File: src/common/bcd_pkg.sv
// constants, opcodes and state codes of the bit and control op decoder
// assumes byte-addressed program counter, 16-bit words at even addresses
package bcd_pkg;
    // ------------------------------------------------------------
    // widths, pc step and reset values
    // ------------------------------------------------------------
    localparam int         PC_W         = 21;
    localparam logic [20:0] PC_STEP     = 21'h000002;
    localparam logic [20:0] PC_RST      = 21'h000000;
    localparam logic       TO_RST       = 1'b1;
    localparam logic       PD_RST       = 1'b1;
    localparam int         PIN_W        = 8;
    // ------------------------------------------------------------
    // top nibble of the instruction word
    // ------------------------------------------------------------
    localparam logic [3:0] OP_CTRL      = 4'h0;
    localparam logic [3:0] OP_BIT_TOG   = 4'h7;
    localparam logic [3:0] OP_BIT_SET   = 4'h8;
    localparam logic [3:0] OP_BIT_CLR   = 4'h9;
    localparam logic [3:0] OP_SKIP_SET  = 4'ha;
    localparam logic [3:0] OP_SKIP_CLR  = 4'hb;
    localparam logic [3:0] OP_MOVE2     = 4'hc;
    localparam logic [3:0] OP_REL       = 4'hd;
    localparam logic [3:0] OP_BR_COND   = 4'he;
    localparam logic [3:0] OP_SECOND    = 4'hf;
    // ------------------------------------------------------------
    // second nibble and whole-word encodings
    // ------------------------------------------------------------
    localparam logic [2:0] SUB_CALL     = 3'h6;
    localparam logic [3:0] SUB_ABSOLUTE_JUMP     = 4'hf;
    localparam logic [3:0] SUB_LOADFSR  = 4'he;
    localparam logic [3:0] SUB_RETLIT   = 4'hc;
    localparam logic [7:0] HI_ZERO      = 8'h00;
    localparam logic [7:0] LO_NOP       = 8'h00;
    localparam logic [7:0] LO_STANDBY   = 8'h03;
    localparam logic [7:0] LO_WDT       = 8'h04;
    localparam logic [7:0] LO_PUSH      = 8'h05;
    localparam logic [7:0] LO_POP       = 8'h06;
    localparam logic [7:0] LO_DAW       = 8'h07;
    localparam logic [7:0] LO_SWRESET   = 8'hff;
    localparam logic [6:0] LO_IRQ_RET   = 7'h08;
    localparam logic [6:0] LO_SUB_RET   = 7'h09;
    // ------------------------------------------------------------
    // branch conditions
    // ------------------------------------------------------------
    localparam logic [2:0] CC_Z         = 3'h0;
    localparam logic [2:0] CC_NZ        = 3'h1;
    localparam logic [2:0] CC_C         = 3'h2;
    localparam logic [2:0] CC_NC        = 3'h3;
    localparam logic [2:0] CC_OV        = 3'h4;
    localparam logic [2:0] CC_NOV       = 3'h5;
    localparam logic [2:0] CC_N         = 3'h6;
    localparam logic [2:0] CC_NN        = 3'h7;

    typedef enum logic [3:0] {
        ST_EXEC  = 4'b0001,
        ST_FLUSH = 4'b0010,
        ST_SKIP  = 4'b0100,
        ST_WORD2 = 4'b1000
    } bcd_state_t;
endpackage

File: src/common/bcd_pin_if.sv
// carrier for pin levels between the decoder and its synchroniser
// assumes the raw side comes from outside the ref_clk domain
`timescale 1ns/1ps
interface bcd_pin_if;
    logic [7:0] raw;
    logic [7:0] synced;
    modport sync_mp (input raw, output synced);
    modport user_mp (output raw, input synced);
endinterface

File: src/core/bcd_sync.sv
// two-flop synchroniser for the port pin levels
// assumes ref_clk is the only clock; first stage feeds only the second
`timescale 1ns/1ps
module bcd_sync (
    input  wire logic   ref_clk, // core clock
    input  wire logic   rst,     // sync reset, high
    bcd_pin_if.sync_mp  pins     // raw in, synced out
);
    logic [7:0] meta_q;
    logic [7:0] sync_q;

    always_ff @(posedge ref_clk) begin
        if (rst) begin
            meta_q <= 8'h00;
            sync_q <= 8'h00;
        end else begin
            meta_q <= pins.raw;
            sync_q <= meta_q;
        end
    end

    assign pins.synced = sync_q;
endmodule

File: src/core/bcd_decoder.sv
// decoder and sequencer for bit-modify and control-flow instructions
// assumes program memory returns the word at fetch_addr in the same cycle
// and the data path returns the file byte at instr_word[7:0] combinationally
//
// What this block does
// - bit clear/set/toggle; port source is pins
// - bit write to timer zero clears prescaler
// - skip next word when tested bit clear
// - skip next word when tested bit set
// - skip costs one or two extra no-op cycles
// - conditional branch: 1110, condition nibble, offset
// - taken branch adds one flushed cycle
// - relative jump and call take two cycles
// - absolute call: two words, fast-return bit
// - absolute jump: two words, three cycles
// - lone 1111 word or zero word: no-op
// - pop discards return stack top, one cycle
// - push saves next address, one cycle
// - interrupt return re-enables irqs, two cycles
// - literal return loads working register, returns
// - standby and watchdog kick set timeout; standby clears powerdown, kick sets it
`timescale 1ns/1ps
module bcd_decoder
    import bcd_pkg::*;
(
    input  wire logic [15:0]       instr_word,        // word at fetch_addr
    input  wire logic [7:0]        file_latch_data,   // file byte, latch view
    input  wire logic              file_is_port,      // file is a port reg
    input  wire logic              file_is_tmr,       // file is timer count
    input  wire logic              prescaler_assigned,// prescaler on timer
    input  wire logic [7:0]        port_pins,         // raw pin levels
    input  wire logic              flag_zero,         // status zero
    input  wire logic              flag_carry,        // status carry
    input  wire logic              flag_overflow,     // status overflow
    input  wire logic              flag_negative,     // status negative
    input  wire logic [bcd_pkg::PC_W-1:0] return_stack_top, // stack top
    input  wire logic              ref_clk,           // core clock
    input  wire logic              rst,               // sync reset, high
    output logic [bcd_pkg::PC_W-1:0] fetch_addr,      // program counter
    output logic                   nop_cycle,         // cycle is a no-op
    output logic                   file_wr_en,        // file write strobe
    output logic [7:0]             file_wr_addr,      // file address
    output logic                   file_wr_access,    // access-bank flag
    output logic [7:0]             file_wr_data,      // byte to write
    output logic                   prescaler_clr,     // clear prescaler
    output logic                   stack_push,        // push strobe
    output logic [bcd_pkg::PC_W-1:0] stack_push_data, // pushed address
    output logic                   stack_pop,         // pop strobe
    output logic                   fast_save,         // save shadow regs
    output logic                   fast_restore,      // restore shadows
    output logic                   working_register_load,         // working reg write
    output logic [7:0]             working_register_data,         // working reg value
    output logic                   irq_reenable,      // set irq enables
    output logic                   daw_req,           // decimal adjust
    output logic                   standby_req,       // enter standby
    output logic                   wdt_clear,         // watchdog kick
    output logic                   sw_reset,          // software reset
    output logic                   timeout_flag,      // status timeout
    output logic                   powerdown_flag     // status powerdown
);
    // ------------------------------------------------------------
    // pin synchroniser
    // ------------------------------------------------------------
    bcd_pin_if pin_bus ();
    assign pin_bus.raw = port_pins;

    bcd_sync u_sync (
        .ref_clk (ref_clk),
        .rst     (rst),
        .pins    (pin_bus.sync_mp)
    );

    // ------------------------------------------------------------
    // state
    // ------------------------------------------------------------
    bcd_state_t        state_q, state_d;
    logic [PC_W-1:0]   pc_q, pc_d;
    logic [7:0]        lo_q, lo_d;
    logic              call_q, call_d;
    logic              fast_q, fast_d;

    logic              wr_en_d, presc_d, push_d, pop_d, fsave_d, frest_d;
    logic              wload_d, irq_d, daw_d, stby_d, wdt_d, swr_d;
    logic [7:0]        wr_data_d, wdata_d;
    logic [PC_W-1:0]   push_data_d;
    logic              to_q, to_d, pd_q, pd_d;

    logic [3:0]        op;
    logic [7:0]        src_byte;
    logic              src_bit;
    logic              cond_true;
    logic [PC_W-1:0]   pc_next;
    logic [PC_W-1:0]   off8;
    logic [PC_W-1:0]   off11;

    assign op    = instr_word[15:12];
    assign pc_next = pc_q + PC_STEP;
    assign off8  = {{12{instr_word[7]}}, instr_word[7:0], 1'b0};
    assign off11 = {{9{instr_word[10]}}, instr_word[10:0], 1'b0};
    // port reads see the pins so external drivers win over the latch
    assign src_byte = file_is_port ? pin_bus.synced : file_latch_data;
    assign src_bit  = src_byte[instr_word[11:9]];

    // first word of any two-word instruction, for skip length
    function automatic logic two_word_first(input logic [15:0] w);
        logic hit;
        hit = 1'b0;
        if (w[15:12] == OP_MOVE2) begin
            hit = 1'b1;
        end
        if (w[15:12] == OP_BR_COND) begin
            if (w[11:9] == SUB_CALL || w[11:8] == SUB_ABSOLUTE_JUMP
                || w[11:8] == SUB_LOADFSR) begin
                hit = 1'b1;
            end
        end
        return hit;
    endfunction

    always_comb begin
        case (instr_word[10:8])
            CC_Z:    cond_true = flag_zero;
            CC_NZ:   cond_true = !flag_zero;
            CC_C:    cond_true = flag_carry;
            CC_NC:   cond_true = !flag_carry;
            CC_OV:   cond_true = flag_overflow;
            CC_NOV:  cond_true = !flag_overflow;
            CC_N:    cond_true = flag_negative;
            CC_NN:   cond_true = !flag_negative;
            default: cond_true = 1'b0;
        endcase
    end

    // ------------------------------------------------------------
    // decode and sequencing
    // ------------------------------------------------------------
    always_comb begin
        state_d     = state_q;
        pc_d        = pc_next;
        lo_d        = lo_q;
        call_d      = call_q;
        fast_d      = fast_q;
        wr_en_d     = 1'b0;
        wr_data_d   = src_byte;
        presc_d     = 1'b0;
        push_d      = 1'b0;
        push_data_d = pc_next;
        pop_d       = 1'b0;
        fsave_d     = 1'b0;
        frest_d     = 1'b0;
        wload_d     = 1'b0;
        wdata_d     = instr_word[7:0];
        irq_d       = 1'b0;
        daw_d       = 1'b0;
        stby_d      = 1'b0;
        wdt_d       = 1'b0;
        swr_d       = 1'b0;
        to_d        = to_q;
        pd_d        = pd_q;
        case (state_q)
            ST_EXEC: begin
                case (op)
                    OP_BIT_CLR, OP_BIT_SET, OP_BIT_TOG: begin
                        wr_en_d = 1'b1;
                        if (op == OP_BIT_CLR) begin
                            wr_data_d[instr_word[11:9]] = 1'b0;
                        end else if (op == OP_BIT_SET) begin
                            wr_data_d[instr_word[11:9]] = 1'b1;
                        end else begin
                            wr_data_d[instr_word[11:9]] = !src_bit;
                        end
                        presc_d = file_is_tmr && prescaler_assigned;
                    end
                    OP_SKIP_CLR: begin
                        if (!src_bit) begin
                            state_d = ST_SKIP;
                        end
                    end
                    OP_SKIP_SET: begin
                        if (src_bit) begin
                            state_d = ST_SKIP;
                        end
                    end
                    OP_REL: begin
                        pc_d    = pc_next + off11;
                        state_d = ST_FLUSH;
                        push_d  = instr_word[11];
                    end
                    OP_BR_COND: begin
                        if (!instr_word[11]) begin
                            if (cond_true) begin
                                pc_d    = pc_next + off8;
                                state_d = ST_FLUSH;
                            end
                        end else if (instr_word[11:9] == SUB_CALL) begin
                            lo_d    = instr_word[7:0];
                            fast_d  = instr_word[8];
                            call_d  = 1'b1;
                            state_d = ST_WORD2;
                        end else if (instr_word[11:8] == SUB_ABSOLUTE_JUMP) begin
                            lo_d    = instr_word[7:0];
                            fast_d  = 1'b0;
                            call_d  = 1'b0;
                            state_d = ST_WORD2;
                        end
                    end
                    OP_CTRL: begin
                        if (instr_word[11:8] == SUB_RETLIT) begin
                            wload_d = 1'b1;
                            pc_d    = return_stack_top;
                            pop_d   = 1'b1;
                            state_d = ST_FLUSH;
                        end else if (instr_word[11:8] == 4'h0
                                     && instr_word[7:0] != LO_SWRESET) begin
                            if (instr_word[7:1] == LO_IRQ_RET) begin
                                irq_d   = 1'b1;
                                frest_d = instr_word[0];
                                pc_d    = return_stack_top;
                                pop_d   = 1'b1;
                                state_d = ST_FLUSH;
                            end else if (instr_word[7:1]
                                         == LO_SUB_RET) begin
                                frest_d = instr_word[0];
                                pc_d    = return_stack_top;
                                pop_d   = 1'b1;
                                state_d = ST_FLUSH;
                            end else if (instr_word[7:0] == LO_STANDBY) begin
                                stby_d = 1'b1;
                                to_d   = 1'b1;
                                pd_d   = 1'b0;
                            end else if (instr_word[7:0] == LO_WDT) begin
                                wdt_d = 1'b1;
                                to_d  = 1'b1;
                                pd_d  = 1'b1;
                            end else if (instr_word[7:0] == LO_PUSH) begin
                                push_d = 1'b1;
                            end else if (instr_word[7:0] == LO_POP) begin
                                pop_d = 1'b1;
                            end else if (instr_word[7:0] == LO_DAW) begin
                                daw_d = 1'b1;
                            end
                        end else if (instr_word[11:8] == 4'h0
                                     && instr_word[7:0] == LO_SWRESET) begin
                            swr_d   = 1'b1;
                            pc_d    = PC_RST;
                            to_d    = TO_RST;
                            pd_d    = PD_RST;
                            state_d = ST_FLUSH;
                        end
                    end
                    // lone second words and the unused opcodes fall through
                    OP_SECOND: state_d = ST_EXEC;
                    default:   state_d = ST_EXEC;
                endcase
            end
            ST_WORD2: begin
                // second word carries the upper twelve address bits
                pc_d    = {instr_word[11:0], lo_q, 1'b0};
                push_d  = call_q;
                fsave_d = call_q && fast_q;
                state_d = ST_FLUSH;
            end
            ST_SKIP: begin
                // skipped word is a no-op; a two-word one costs one more
                state_d = two_word_first(instr_word) ? ST_SKIP
                                                     : ST_EXEC;
            end
            ST_FLUSH: begin
                pc_d    = pc_q;
                state_d = ST_EXEC;
            end
            default: begin
                pc_d    = pc_q;
                state_d = ST_EXEC;
            end
        endcase
    end

    // ------------------------------------------------------------
    // sequencer registers
    // ------------------------------------------------------------
    always_ff @(posedge ref_clk) begin
        if (rst) begin
            state_q <= ST_EXEC;
            pc_q    <= PC_RST;
            lo_q    <= 8'h00;
            call_q  <= 1'b0;
            fast_q  <= 1'b0;
        end else begin
            state_q <= state_d;
            pc_q    <= pc_d;
            lo_q    <= lo_d;
            call_q  <= call_d;
            fast_q  <= fast_d;
        end
    end

    // ------------------------------------------------------------
    // file write path
    // ------------------------------------------------------------
    always_ff @(posedge ref_clk) begin
        if (rst) begin
            file_wr_en     <= 1'b0;
            file_wr_addr   <= 8'h00;
            file_wr_access <= 1'b0;
            file_wr_data   <= 8'h00;
            prescaler_clr  <= 1'b0;
        end else begin
            file_wr_en     <= wr_en_d;
            file_wr_addr   <= instr_word[7:0];
            file_wr_access <= instr_word[8];
            file_wr_data   <= wr_data_d;
            prescaler_clr  <= presc_d;
        end
    end

    // ------------------------------------------------------------
    // return stack and context
    // ------------------------------------------------------------
    always_ff @(posedge ref_clk) begin
        if (rst) begin
            stack_push      <= 1'b0;
            stack_push_data <= PC_RST;
            stack_pop       <= 1'b0;
            fast_save       <= 1'b0;
            fast_restore    <= 1'b0;
            working_register_load       <= 1'b0;
            working_register_data       <= 8'h00;
            irq_reenable    <= 1'b0;
        end else begin
            stack_push      <= push_d;
            stack_push_data <= push_data_d;
            stack_pop       <= pop_d;
            fast_save       <= fsave_d;
            fast_restore    <= frest_d;
            working_register_load       <= wload_d;
            working_register_data       <= wdata_d;
            irq_reenable    <= irq_d;
        end
    end

    // ------------------------------------------------------------
    // decimal adjust, power, watchdog and reset requests
    // ------------------------------------------------------------
    always_ff @(posedge ref_clk) begin
        if (rst) begin
            daw_req        <= 1'b0;
            standby_req    <= 1'b0;
            wdt_clear      <= 1'b0;
            sw_reset       <= 1'b0;
            timeout_flag   <= TO_RST;
            powerdown_flag <= PD_RST;
            to_q           <= TO_RST;
            pd_q           <= PD_RST;
        end else begin
            daw_req        <= daw_d;
            standby_req    <= stby_d;
            wdt_clear      <= wdt_d;
            sw_reset       <= swr_d;
            timeout_flag   <= to_d;
            powerdown_flag <= pd_d;
            to_q           <= to_d;
            pd_q           <= pd_d;
        end
    end

    // ------------------------------------------------------------
    // visible pipeline state
    // ------------------------------------------------------------
    always_ff @(posedge ref_clk) begin
        if (rst) begin
            nop_cycle <= 1'b0;
        end else begin
            nop_cycle <= (state_d != ST_EXEC);
        end
    end

    assign fetch_addr = pc_q;
endmodule

File: config.mk
export PLATFORM = sky130hd
export DESIGN_NAME = bcd_decoder
export DESIGN_NICKNAME = d
export VERILOG_FILES = /design/src/common/bcd_pkg.sv /design/src/common/bcd_pin_if.sv /design/src/core/bcd_sync.sv /design/src/core/bcd_decoder.sv
export SDC_FILE = /design/constraint.sdc
export NUM_CORES = 1
export LEC_CHECK = 0
export BUFFER_PORTS_ARGS = -buffer_cell sky130_fd_sc_hd__clkbuf_2
export CAP_MARGIN = 10
export CORE_MARGIN = 5
export CORE_UTILIZATION = 30
export DETAILED_ROUTE_END_ITERATION = 6
export GPL_ROUTABILITY_DRIVEN = 0
export PLACE_DENSITY = 0.55
export REMOVE_ABC_BUFFERS = 1
export SLEW_MARGIN = 20
export SYNTH_ARGS = -nofsm -noshare
export SYNTH_HDL_FRONTEND = slang
export SYNTH_HIERARCHICAL = 1
export SYNTH_SLANG_ARGS = --single-unit
File: constraint.sdc
create_clock -name ref_clk -period 4.6 [get_ports ref_clk]
set_clock_uncertainty 0.05 [all_clocks]
set_input_delay 0.92 -clock ref_clk [delete_from_list [all_inputs] [get_ports ref_clk]]
set_output_delay 0.92 -clock ref_clk [all_outputs]
set_load 0.01 [all_outputs]
* Word-level counts from Yosys, hierarchy flattened
Cells that the tools add are included.
** Storage, ports and cells
- Register bits after elaboration :: 104
- Output and inout port bits :: 82
- Word-level logic and storage cells :: 184
** Operators by class
- Add/sub/neg operators :: 3
- $lt $le $gt $ge :: 2
- Equality and inequality tests :: 35
- Muxes and demuxes :: 79
- Bitwise gates (word level) :: 9
- Reductions and logical operators :: 30
** Operators by type and width (number)
- 2-to-1 mux 21 bit :: 7
- case mux 21 bit (3 select lines) :: 2
- 2-to-1 mux 8 bit :: 7
- == test 4 bit, second input constant :: 11
- 2-to-1 mux 4 bit :: 11
- 2-to-1 mux 1 bit :: 43
- adder 21 bit :: 2
- == test 8 x 3 -> 1 bit, second input constant :: 4
- case mux 4 bit (6 select lines) :: 1
- adder 21 x 2 -> 21 bit, second input constant :: 1
- == test 3 bit, second input constant :: 5
- == test 7 x 4 -> 1 bit, second input constant :: 2
- case mux 4 bit (3 select lines) :: 1
- OR reduction 11 bit :: 1
- OR reduction 5 bit :: 2
- OR reduction 3 bit :: 3
- AND 8 bit :: 1
- bitwise mux 8 bit :: 1
- == test 4 x 3 -> 1 bit, second input constant :: 2
- == test 8 x 2 -> 1 bit, second input constant :: 1
- == test 8 bit, second input constant :: 1
- zero test 4 bit :: 2
- inequality test 8 bit, second input constant :: 1
- inverter 8 bit :: 1
- 26 further kinds :: 45

* Longest topological paths before layout
Gate-level depths: netlist of run 1.
- Depth in word-level cells :: 10
- Mapped depth :: 16

* Modules after synthesis
The synthesis of run 1 kept the hierarchy.
** Modules (own cells, without submodules)
- bcd_decoder :: instances 1, cells each 770, area an instance 6155.9 um^2
- bcd_sync :: instances 1, cells each 33, area an instance 464.2 um^2

* Worst setup path after synthesis of run 1
OpenSTA, ideal clock, no wires.
- Kind :: flip-flop to flip-flop
- Start :: reg pc_q[1], in the netlist fetch_addr[1]
- End :: reg pc_q[18], in the netlist fetch_addr[18]
- Library setup time :: 134 ps
- Arrival time :: 3303 ps
- Setup slack :: 1113 ps
- Stages on the path, launching flop included :: 16
- Buffers on the path :: 0
- Period minus slack after synthesis :: 3487 ps
- Cells stage by stage :: dfxtp_1 ha_1 nand4_1 nor2_1 nand4_1 xnor2_1 ha_1 a21oi_1 o21ai_0 a21oi_1 o21ai_1 nor2b_1 a2111oi_0 xnor2_1 a221oi_1 nor4_1
** Between the ends
- Elaborated cells between the ends (all ways) :: 12
- Classes of those cells :: add/sub: 3; mux: 9
** RTL lines
- start, declared :: line bcd_decoder.sv:77 : logic [PC_W-1:0] pc_q, pc_d;
- start signal, assigned :: line bcd_decoder.sv:291 : pc_q <= pc_d;
- adder 21 x 2 -> 21 bit * :: line bcd_decoder.sv:97 : assign pc_next = pc_q + PC_STEP;
- named net pc_next[13] :: line bcd_decoder.sv:92 : logic [PC_W-1:0] pc_next;
- adder 21 bit :: line bcd_decoder.sv:192 : pc_d = pc_next + off8;
- 2-to-1 mux 21 bit :: line bcd_decoder.sv:191 : if (cond_true) begin
- 2-to-1 mux 21 bit :: line bcd_decoder.sv:190 : if (!instr_word[11]) begin
- case mux 21 bit (3 select lines) * :: line bcd_decoder.sv:162 : case (op)
- case mux 21 bit (3 select lines) * :: line bcd_decoder.sv:160 : case (state_q)
Mark *: on every way through the listed nets, which the timed path passes. The rest lies on a longest branch.
A chain may end at the register's enable or synchronous reset.

* Worst setup path after layout of run 1
- Start :: reg pc_q[1], in the netlist fetch_addr[1]
- End :: reg pc_q[17], in the netlist fetch_addr[17]
The elaborated chain is that of the path after synthesis.

==> results of run 1 <==
-- path summary, 6_finish.rpt --
check | cells after the start | end | slack, ps
hold / removal | 1 | u_sync/pins.synced[4] | 390
setup reg to reg | 15 | fetch_addr[17] | 480
setup / recovery | 15 | fetch_addr[17] | 480
hold reg to reg | 1 | u_sync/pins.synced[4] | 390
-- sequential cells by signal, summed over array words and instances, names as in the netlist, 4 cells and up --
register	flops
fetch_addr	21
stack_push_data	21
file_wr_data	8
lo_q	8
u_sync/meta_q	8
u_sync/pins.synced	8
working_register_data	8
state_q	4
-- power groups by stage --
stage / Combinational (mW) / Sequential, mW / Clock [mW]
floorplan: 0.551 / 1.05 / 0
global placement: 0.879 / 1.04 / 0
detailed placement: 0.876 / 1.04 / 0
CTS: 0.881 / 1.02 / 0.837
global route: 0.984 / 1.03 / 0.868
finish: 0.884 / 1.02 / 0.820
-- cells in the final DEF (no fill, tap or decap), types with 15 or more instances in the layout --
| cell | synthesis | final |
|---|---|---|
| nor3_1 | 16 | 16 |
| nand2_1 | 72 | 72 |
| a21oi_1 | 54 | 54 |
| nand3_1 | 21 | 21 |
| ha_1 | 33 | 33 |
| dfxtp_1 | 103 | 103 |
| o21ai_0 | 27 | 27 |
| buf_4 | 14 | 20 |
| mux2i_1 | 21 | 21 |
| xor2_1 | 19 | 19 |
| nor2b_1 | 29 | 29 |
| inv_1 | 28 | 28 |
| xnor2_1 | 28 | 28 |
| nor2_1 | 98 | 98 |
| clkbuf_2 | 1 | 141 |
| a221oi_1 | 15 | 15 |
-- logic make-up after synthesis --
| family | after synthesis |
|---|---|
| flip-flops | 103 |
| other | 1 |
| AND/OR/NAND/NOR | 326 |
| AO/OA/AOI/OAI | 185 |
| adder cells (fa/ha/maj) | 34 |
| XOR/XNOR | 48 |
| multiplexers | 30 |
| buffers and inverters | 76 |
-- metrics by stage --
stage / power [mW] / cells
floorplan: 1.60 / 755
global placement: 1.91 / 1196
detailed placement: 1.91 / 1196
CTS: 2.73 / 1212
global route: 2.88 / 1212
finish: 2.72 / 1212
-- layer usage --
metal	wire (um)	share of wire (%)
met1	9960	45
met3	1460	6.6
met5	0	0
met2	10100	46
met4	448	2.0
-- area by class of cell --
type,count,area share (%)
multi-input cells,624,53.3
flip-flops and latches,103,26.1
repair buffers,161,10.8
well taps,280,4.44
clock buffers,9,2.85
inverters,28,1.33
clock inverters,7,1.05
==> flow_metrics.env, run 1 <==
export IMPL_rsz0062_at_grt="no"
export IMPL_start_util_pct=30.4
export IMPL_worstPathMaxFanout=8
export IMPL_crit_chain="ha_1, nand4_1, nor2_1, nand2_1, xnor2_1, buf_4, ha_1, a21o_1, a21oi_1, o2111ai_1, a31oi_1, o21ai_0, xnor2_1, a221oi_2, a2111oi_1"
export IMPL_first_pass_iters=5
export IMPL_fp_dieW_um=159
export IMPL_seq_power_share_pct=37.4
export IMPL_regArea_um2=2060
export IMPL_route_detailed_wl_per_inst_um=18.1
export IMPL_grt_use_met2_pct=28.6
export IMPL_synth_top_family_by_area="simple AND/OR/NAND/NOR gates"
export IMPL_drv_slew=0
export IMPL_setup_viol_count_final=0
export IMPL_ys_warn_count=6
export IMPL_top_usage_layer="met2"
export IMPL_grt_use_met3_pct=2.61
export IMPL_cts_resized=0
export IMPL_syn_inst=803
export IMPL_powerDensity_nw_per_um2=345
export IMPL_utilization_pct=36.3
export IMPL_synth_edff_count=0
export IMPL_synthMuxAreaShare_pct=4.71
export IMPL_multiInputGateArea_um2=4210
export IMPL_io_buffers=142
export IMPL_setup_tns_final_ps=0
export IMPL_synth_compound_area_share_pct=19.6
export IMPL_outcome="finished clean"
export IMPL_power_frac_clock_pct=30.1
export IMPL_maxCapViolations=0
export IMPL_hold_violations=0
export IMPL_leakage_nw=3.49
export IMPL_rr_startpoint="fetch_addr[1]"
export IMPL_vias=6295
export IMPL_cts_buffers=9
export IMPL_sw_frac_of_total_pct=37.0
export IMPL_postSynthAreaPerCell_um2=8.24
export IMPL_ir_drop_uv=164
export IMPL_syn_to_final_growth_pct=19.2
export IMPL_min_period_over_period_pct=89.6
export IMPL_cp_top_family="compound AO/OA/AOI/OAI gates"
export IMPL_die_height_um=159
export IMPL_yosys_area_top_type_share_pct=31.1
export IMPL_synth_most_common_cell="dfxtp_1"
export IMPL_hp_start="u_sync/meta_q[4]"
export IMPL_hp_class="reg2reg"
export IMPL_cp_start_kind="register"
export IMPL_place_area_um2=7580
export IMPL_ctsHoldBuffers=0
export IMPL_cts_tree="done"
export IMPL_pre_cts_slack_ps=536
export IMPL_whs_ps=391
export IMPL_netlist_area_um2=6620
export IMPL_dp_hpwl_mm=16.4
export IMPL_rows=54
export IMPL_grt_pass1_vias=6047
export IMPL_synth_xor_area_share_pct=6.63
export IMPL_path_class="reg2reg"
export IMPL_clkLatencyLatePin_ps=370
export IMPL_critPathArrivalTime_ps=4310
export IMPL_p_switching_mw=1.01
export IMPL_slowest_delay_ps=500
export IMPL_worst_slack_ps=480
export IMPL_grt_overflow=0
export IMPL_core_area_um2=21800
export IMPL_synth_main_ff_cell="dfxtp_1"
export IMPL_crit_path_start="fetch_addr[1]"
export IMPL_io_pins=144
export IMPL_grt_max_degree=64
export IMPL_postCtsSetupBuffers=0
export IMPL_synth_common_cells="103 x dfxtp_1, 98 x nor2_1, 72 x nand2_1, 54 x a21oi_1, 33 x ha_1"
export IMPL_routed_wl_mm=22.0
export IMPL_cp_required_ps=4790
export IMPL_layout_drive_gt1_share_pct=24.1
export IMPL_critPathCaptureType="register"
export IMPL_drc=0
export IMPL_ys_types=80
export IMPL_yosysSeqAreaShare_pct=31.1
export IMPL_fin_crit_ps=4120
export IMPL_cts_sinks=103
export IMPL_yosysTopAreaCell="dfxtp_1"
export IMPL_grt_use_total_pct=17.5
export IMPL_final_cell_area_um2=7890
export IMPL_fillers=2290
export IMPL_dieArea_um2=25100
export IMPL_clock_fmax_mhz=243
export IMPL_yosys_top_cells_area="dfxtp_1 31%, ha_1 6.2%, nor2_1 5.6%"
export IMPL_final_nets=1023
export IMPL_intPower_mw=1.71
export IMPL_antenna_found_initial=0
export IMPL_yosys_area_share_simple_pct=25.8
export IMPL_root_buffer="clkbuf_16"
export IMPL_vias_per_cell=5.19
export IMPL_clk_pin_slew_worst_paths_ps=90
export IMPL_comb_power_share_pct=32.5
export IMPL_grt_pass1_wl_mm=34.2
export IMPL_ys_ff_latch=103
export IMPL_cts_max_level=3
export IMPL_synthAdderAreaFrac_pct=6.54
export IMPL_synthArstFlopShare_pct=0
export IMPL_dr_first_iter_drc_count=503
export IMPL_crit_buf_inv=1
export IMPL_antenna_left=0
export IMPL_critical_path_slowest_cell="dfxtp_1"
export IMPL_grt_util_met1_pct=23.8
export IMPL_worst_pin_slew_ps=825
export IMPL_clk_path_buf_depth=2
export IMPL_diodes=0
export IMPL_relSlewSlack_pct=44.8
Note: power is estimated with default switching activity, not from simulation.
==> run 2: changes to the inputs <==
SYNTH_HIERARCHICAL = not set   (was 1)
==> run 2 against run 1 <==
- area after synthesis shrank 2.2%
- register-to-register slack got worse by 50 ps
- synthesized cell count decreased by 2.1%
- non-clock buffer count rose by 1
- routed wire length up 4.5%
- first-iteration DRC count up 37%
- largest cell class unchanged
- combinational power grew 14%
- critical path type unchanged
- clock-buffer cell count unchanged
- critical path depth decreased by 1
==> flow_metrics.env, run 2 <==
export IMPL_io_buffers=142
export IMPL_powerDensity_nw_per_um2=363
export IMPL_dr_first_iter_drc_count=688
export IMPL_fp_dieW_um=157
export IMPL_yosysTopAreaCell="dfxtp_1"
export IMPL_synth_most_common_cell="dfxtp_1"
export IMPL_grt_use_total_pct=18.3
export IMPL_synthAdderAreaFrac_pct=6.69
export IMPL_critPathArrivalTime_ps=4370
export IMPL_rows=53
export IMPL_layout_drive_gt1_share_pct=22.6
export IMPL_crit_path_start="fetch_addr[1]"
export IMPL_io_pins=144
export IMPL_rr_startpoint="fetch_addr[1]"
export IMPL_regArea_um2=2060
export IMPL_antenna_left=0
export IMPL_vias_per_cell=5.38
export IMPL_setup_worst_path_end="fetch_addr[14]"
export IMPL_cp_required_ps=4800
export IMPL_vias=6429
export IMPL_sw_frac_of_total_pct=37.8
export IMPL_synth_compound_area_share_pct=23.3
export IMPL_multiInputGateArea_um2=4100
export IMPL_dieArea_um2=24600
export IMPL_worst_pin_slew_ps=862
export IMPL_grt_pass1_wl_mm=35.1
export IMPL_final_cell_area_um2=7760
export IMPL_setup_viol_count_final=0
export IMPL_critPathCaptureType="register"
export IMPL_place_area_um2=7460
export IMPL_worstPathMaxFanout=8
export IMPL_cts_sinks=103
export IMPL_reg2reg_depth=14
export IMPL_drv_slew=0
export IMPL_antenna_found_initial=0
export IMPL_synth_main_ff_cell="dfxtp_1"
export IMPL_grt_max_degree=62
export IMPL_maxCapViolations=0
export IMPL_clock_fmax_mhz=240
export IMPL_grt_pass1_vias=5990
export IMPL_fin_crit_ps=4170
export IMPL_cts_max_level=3
export IMPL_hold_violations=0
export IMPL_syn_to_final_growth_pct=19.9
export IMPL_r2r_end="fetch_addr[14]"
export IMPL_cp_start_kind="register"
export IMPL_root_buffer="clkbuf_16"
export IMPL_synthMuxAreaShare_pct=3.67
export IMPL_report_power_total_mw=2.82
export IMPL_yosys_area_top_type_share_pct=31.9
export IMPL_cts_buffers=9
export IMPL_synth_xor_area_share_pct=6.36
export IMPL_intPower_mw=1.75
export IMPL_rsz0062_at_grt="no"
export IMPL_synth_top_family_by_area="compound AO/OA/AOI/OAI gates"
export IMPL_ctsHoldBuffers=0
export IMPL_final_cell_mix="142 x clkbuf_2, 103 x dfxtp_1, 81 x nor2_1"
export IMPL_cts_tree="done"
export IMPL_r2r_slack_ps=430
export IMPL_leakage_nw=3.33
export IMPL_start_util_pct=30.6
export IMPL_routed_wl_mm=22.9
export IMPL_final_common_cell="clkbuf_2"
export IMPL_outcome="finished clean"
export IMPL_synthArstFlopShare_pct=0
export IMPL_comb_power_share_pct=35.8
export IMPL_ys_ff_latch=103
export IMPL_yosysSeqAreaShare_pct=31.9
export IMPL_clkLatencyLatePin_ps=360
export IMPL_path_class="reg2reg"
export IMPL_netlist_area_um2=6470
export IMPL_cts_resized=0
export IMPL_die_height_um=157
export IMPL_drc=0
export IMPL_yosys_top_cells_area="dfxtp_1 32%, ha_1 6.4%, a21oi_1 4.9%"
export IMPL_synth_edff_count=0
export IMPL_fillers=2194
export IMPL_relSlewSlack_pct=42.1
export IMPL_power_frac_clock_pct=27.6
export IMPL_p_switching_mw=1.06
export IMPL_diodes=0
export IMPL_min_period_over_period_pct=90.7
export IMPL_core_area_um2=21200
export IMPL_yosys_area_share_simple_pct=23.1
export IMPL_grt_overflow=0
export IMPL_clk_pin_slew_worst_paths_ps=80
export IMPL_ir_drop_uv=173
export IMPL_dp_hpwl_mm=17.3
export IMPL_first_pass_iters=5
export IMPL_syn_inst=786
export IMPL_ys_types=74
export IMPL_setup_tns_final_ps=0
export IMPL_synth_common_cells="103 x dfxtp_1, 81 x nor2_1, 70 x nand2_1, 63 x a21oi_1, 38 x o21ai_0"
export IMPL_postCtsSetupBuffers=0
export IMPL_ys_warn_count=0
export IMPL_route_detailed_wl_per_inst_um=19.2
export IMPL_seq_power_share_pct=36.6
export IMPL_postSynthAreaPerCell_um2=8.23
export IMPL_hp_class="reg2reg"
export IMPL_final_nets=1010
export IMPL_clk_path_buf_depth=2
-- run 2: cell count changes in the layout (fill, tap and decap cells not counted), sizes merged, moves of 6 or more --
cell and change:
nor2 -17, a2111oi +8, a221oi -6, o21ai +11
a21oi +10
-- run 2: logic make-up after synthesis --
| kind of cell | Yosys count |
|---|---|
| multiplexers | 23 |
| AO/OA/AOI/OAI | 217 |
| AND/OR/NAND/NOR | 291 |
| XOR/XNOR | 47 |
| adder cells (fa/ha/maj) | 34 |
| buffers and inverters | 70 |
| other | 1 |
| flip-flops | 103 |
-- run 2: worst min path at each step --
stage / from / to / slack [ps] / cells past startpoint
6_report: u_sync.meta_q[7] / u_sync.pins.synced[7] / 390 / 1
3_5_place_dp: u_sync.meta_q[6] / u_sync.pins.synced[6] / 380 / 1
3_3_place_gp: u_sync.meta_q[2] / u_sync.pins.synced[2] / 370 / 1
5_1_grt: u_sync.meta_q[5] / u_sync.pins.synced[5] / 410 / 1
2_1_floorplan: u_sync.meta_q[0] / u_sync.pins.synced[0] / 360 / 1
4_1_cts: u_sync.meta_q[6] / u_sync.pins.synced[6] / 400 / 1
-- run 2: layer usage --
metal	global-route usage [%]	vias to the layer above	share of wire (%)
met3	3.84	31	8.1
met5	0	-	0
met2	26.6	277	42
met1	27.4	3008	48
li1	-	3113	-
met4	4.63	0	1.7
-- run 2: layout make-up --
cell class / instances / area share, %
multi-input cells: 613 / 52.9
flip-flops and latches: 103 / 26.6
repair buffers: 162 / 11.1
well taps: 275 / 4.43
clock buffers: 9 / 2.90
inverters: 25 / 1.21
clock inverters: 7 / 0.919
-- run 2: power by group through the flow --
stage | clock, mW | sequential (mW) | combinational, mW
floorplan | 0 | 1.07 | 0.627
global placement | 0 | 1.05 | 1.00
detailed placement | 0 | 1.05 | 0.991
CTS | 0.803 | 1.03 | 1.00
global route | 0.840 | 1.04 | 1.11
finish | 0.778 | 1.03 | 1.01
-- run 2: per-stage QoR --
stage,setup slack (ps),hold slack (ps),utilization [%],std cells
after floorplan,538,364,-,741
after global placement,647,368,35.3,1178
after detailed placement,547,379,35.3,1178
after CTS,516,397,36.7,1194
after global routing,159,411,36.7,1194
final,429,393,36.7,1194
-- run 2: critical path, cell delays in order (launching register included) --
cell	delay [ps]
dfxtp_1	480
ha_1	250
and4_1	300
nand2_1	90
xnor2_1	380
ha_1	370
a21oi_1	260
o211ai_2	150
a2111oi_0	470
nor3_1	220
a41oi_1	320
and2b_1	180
xnor2_1	110
a221oi_1	90
a2111oi_1	320
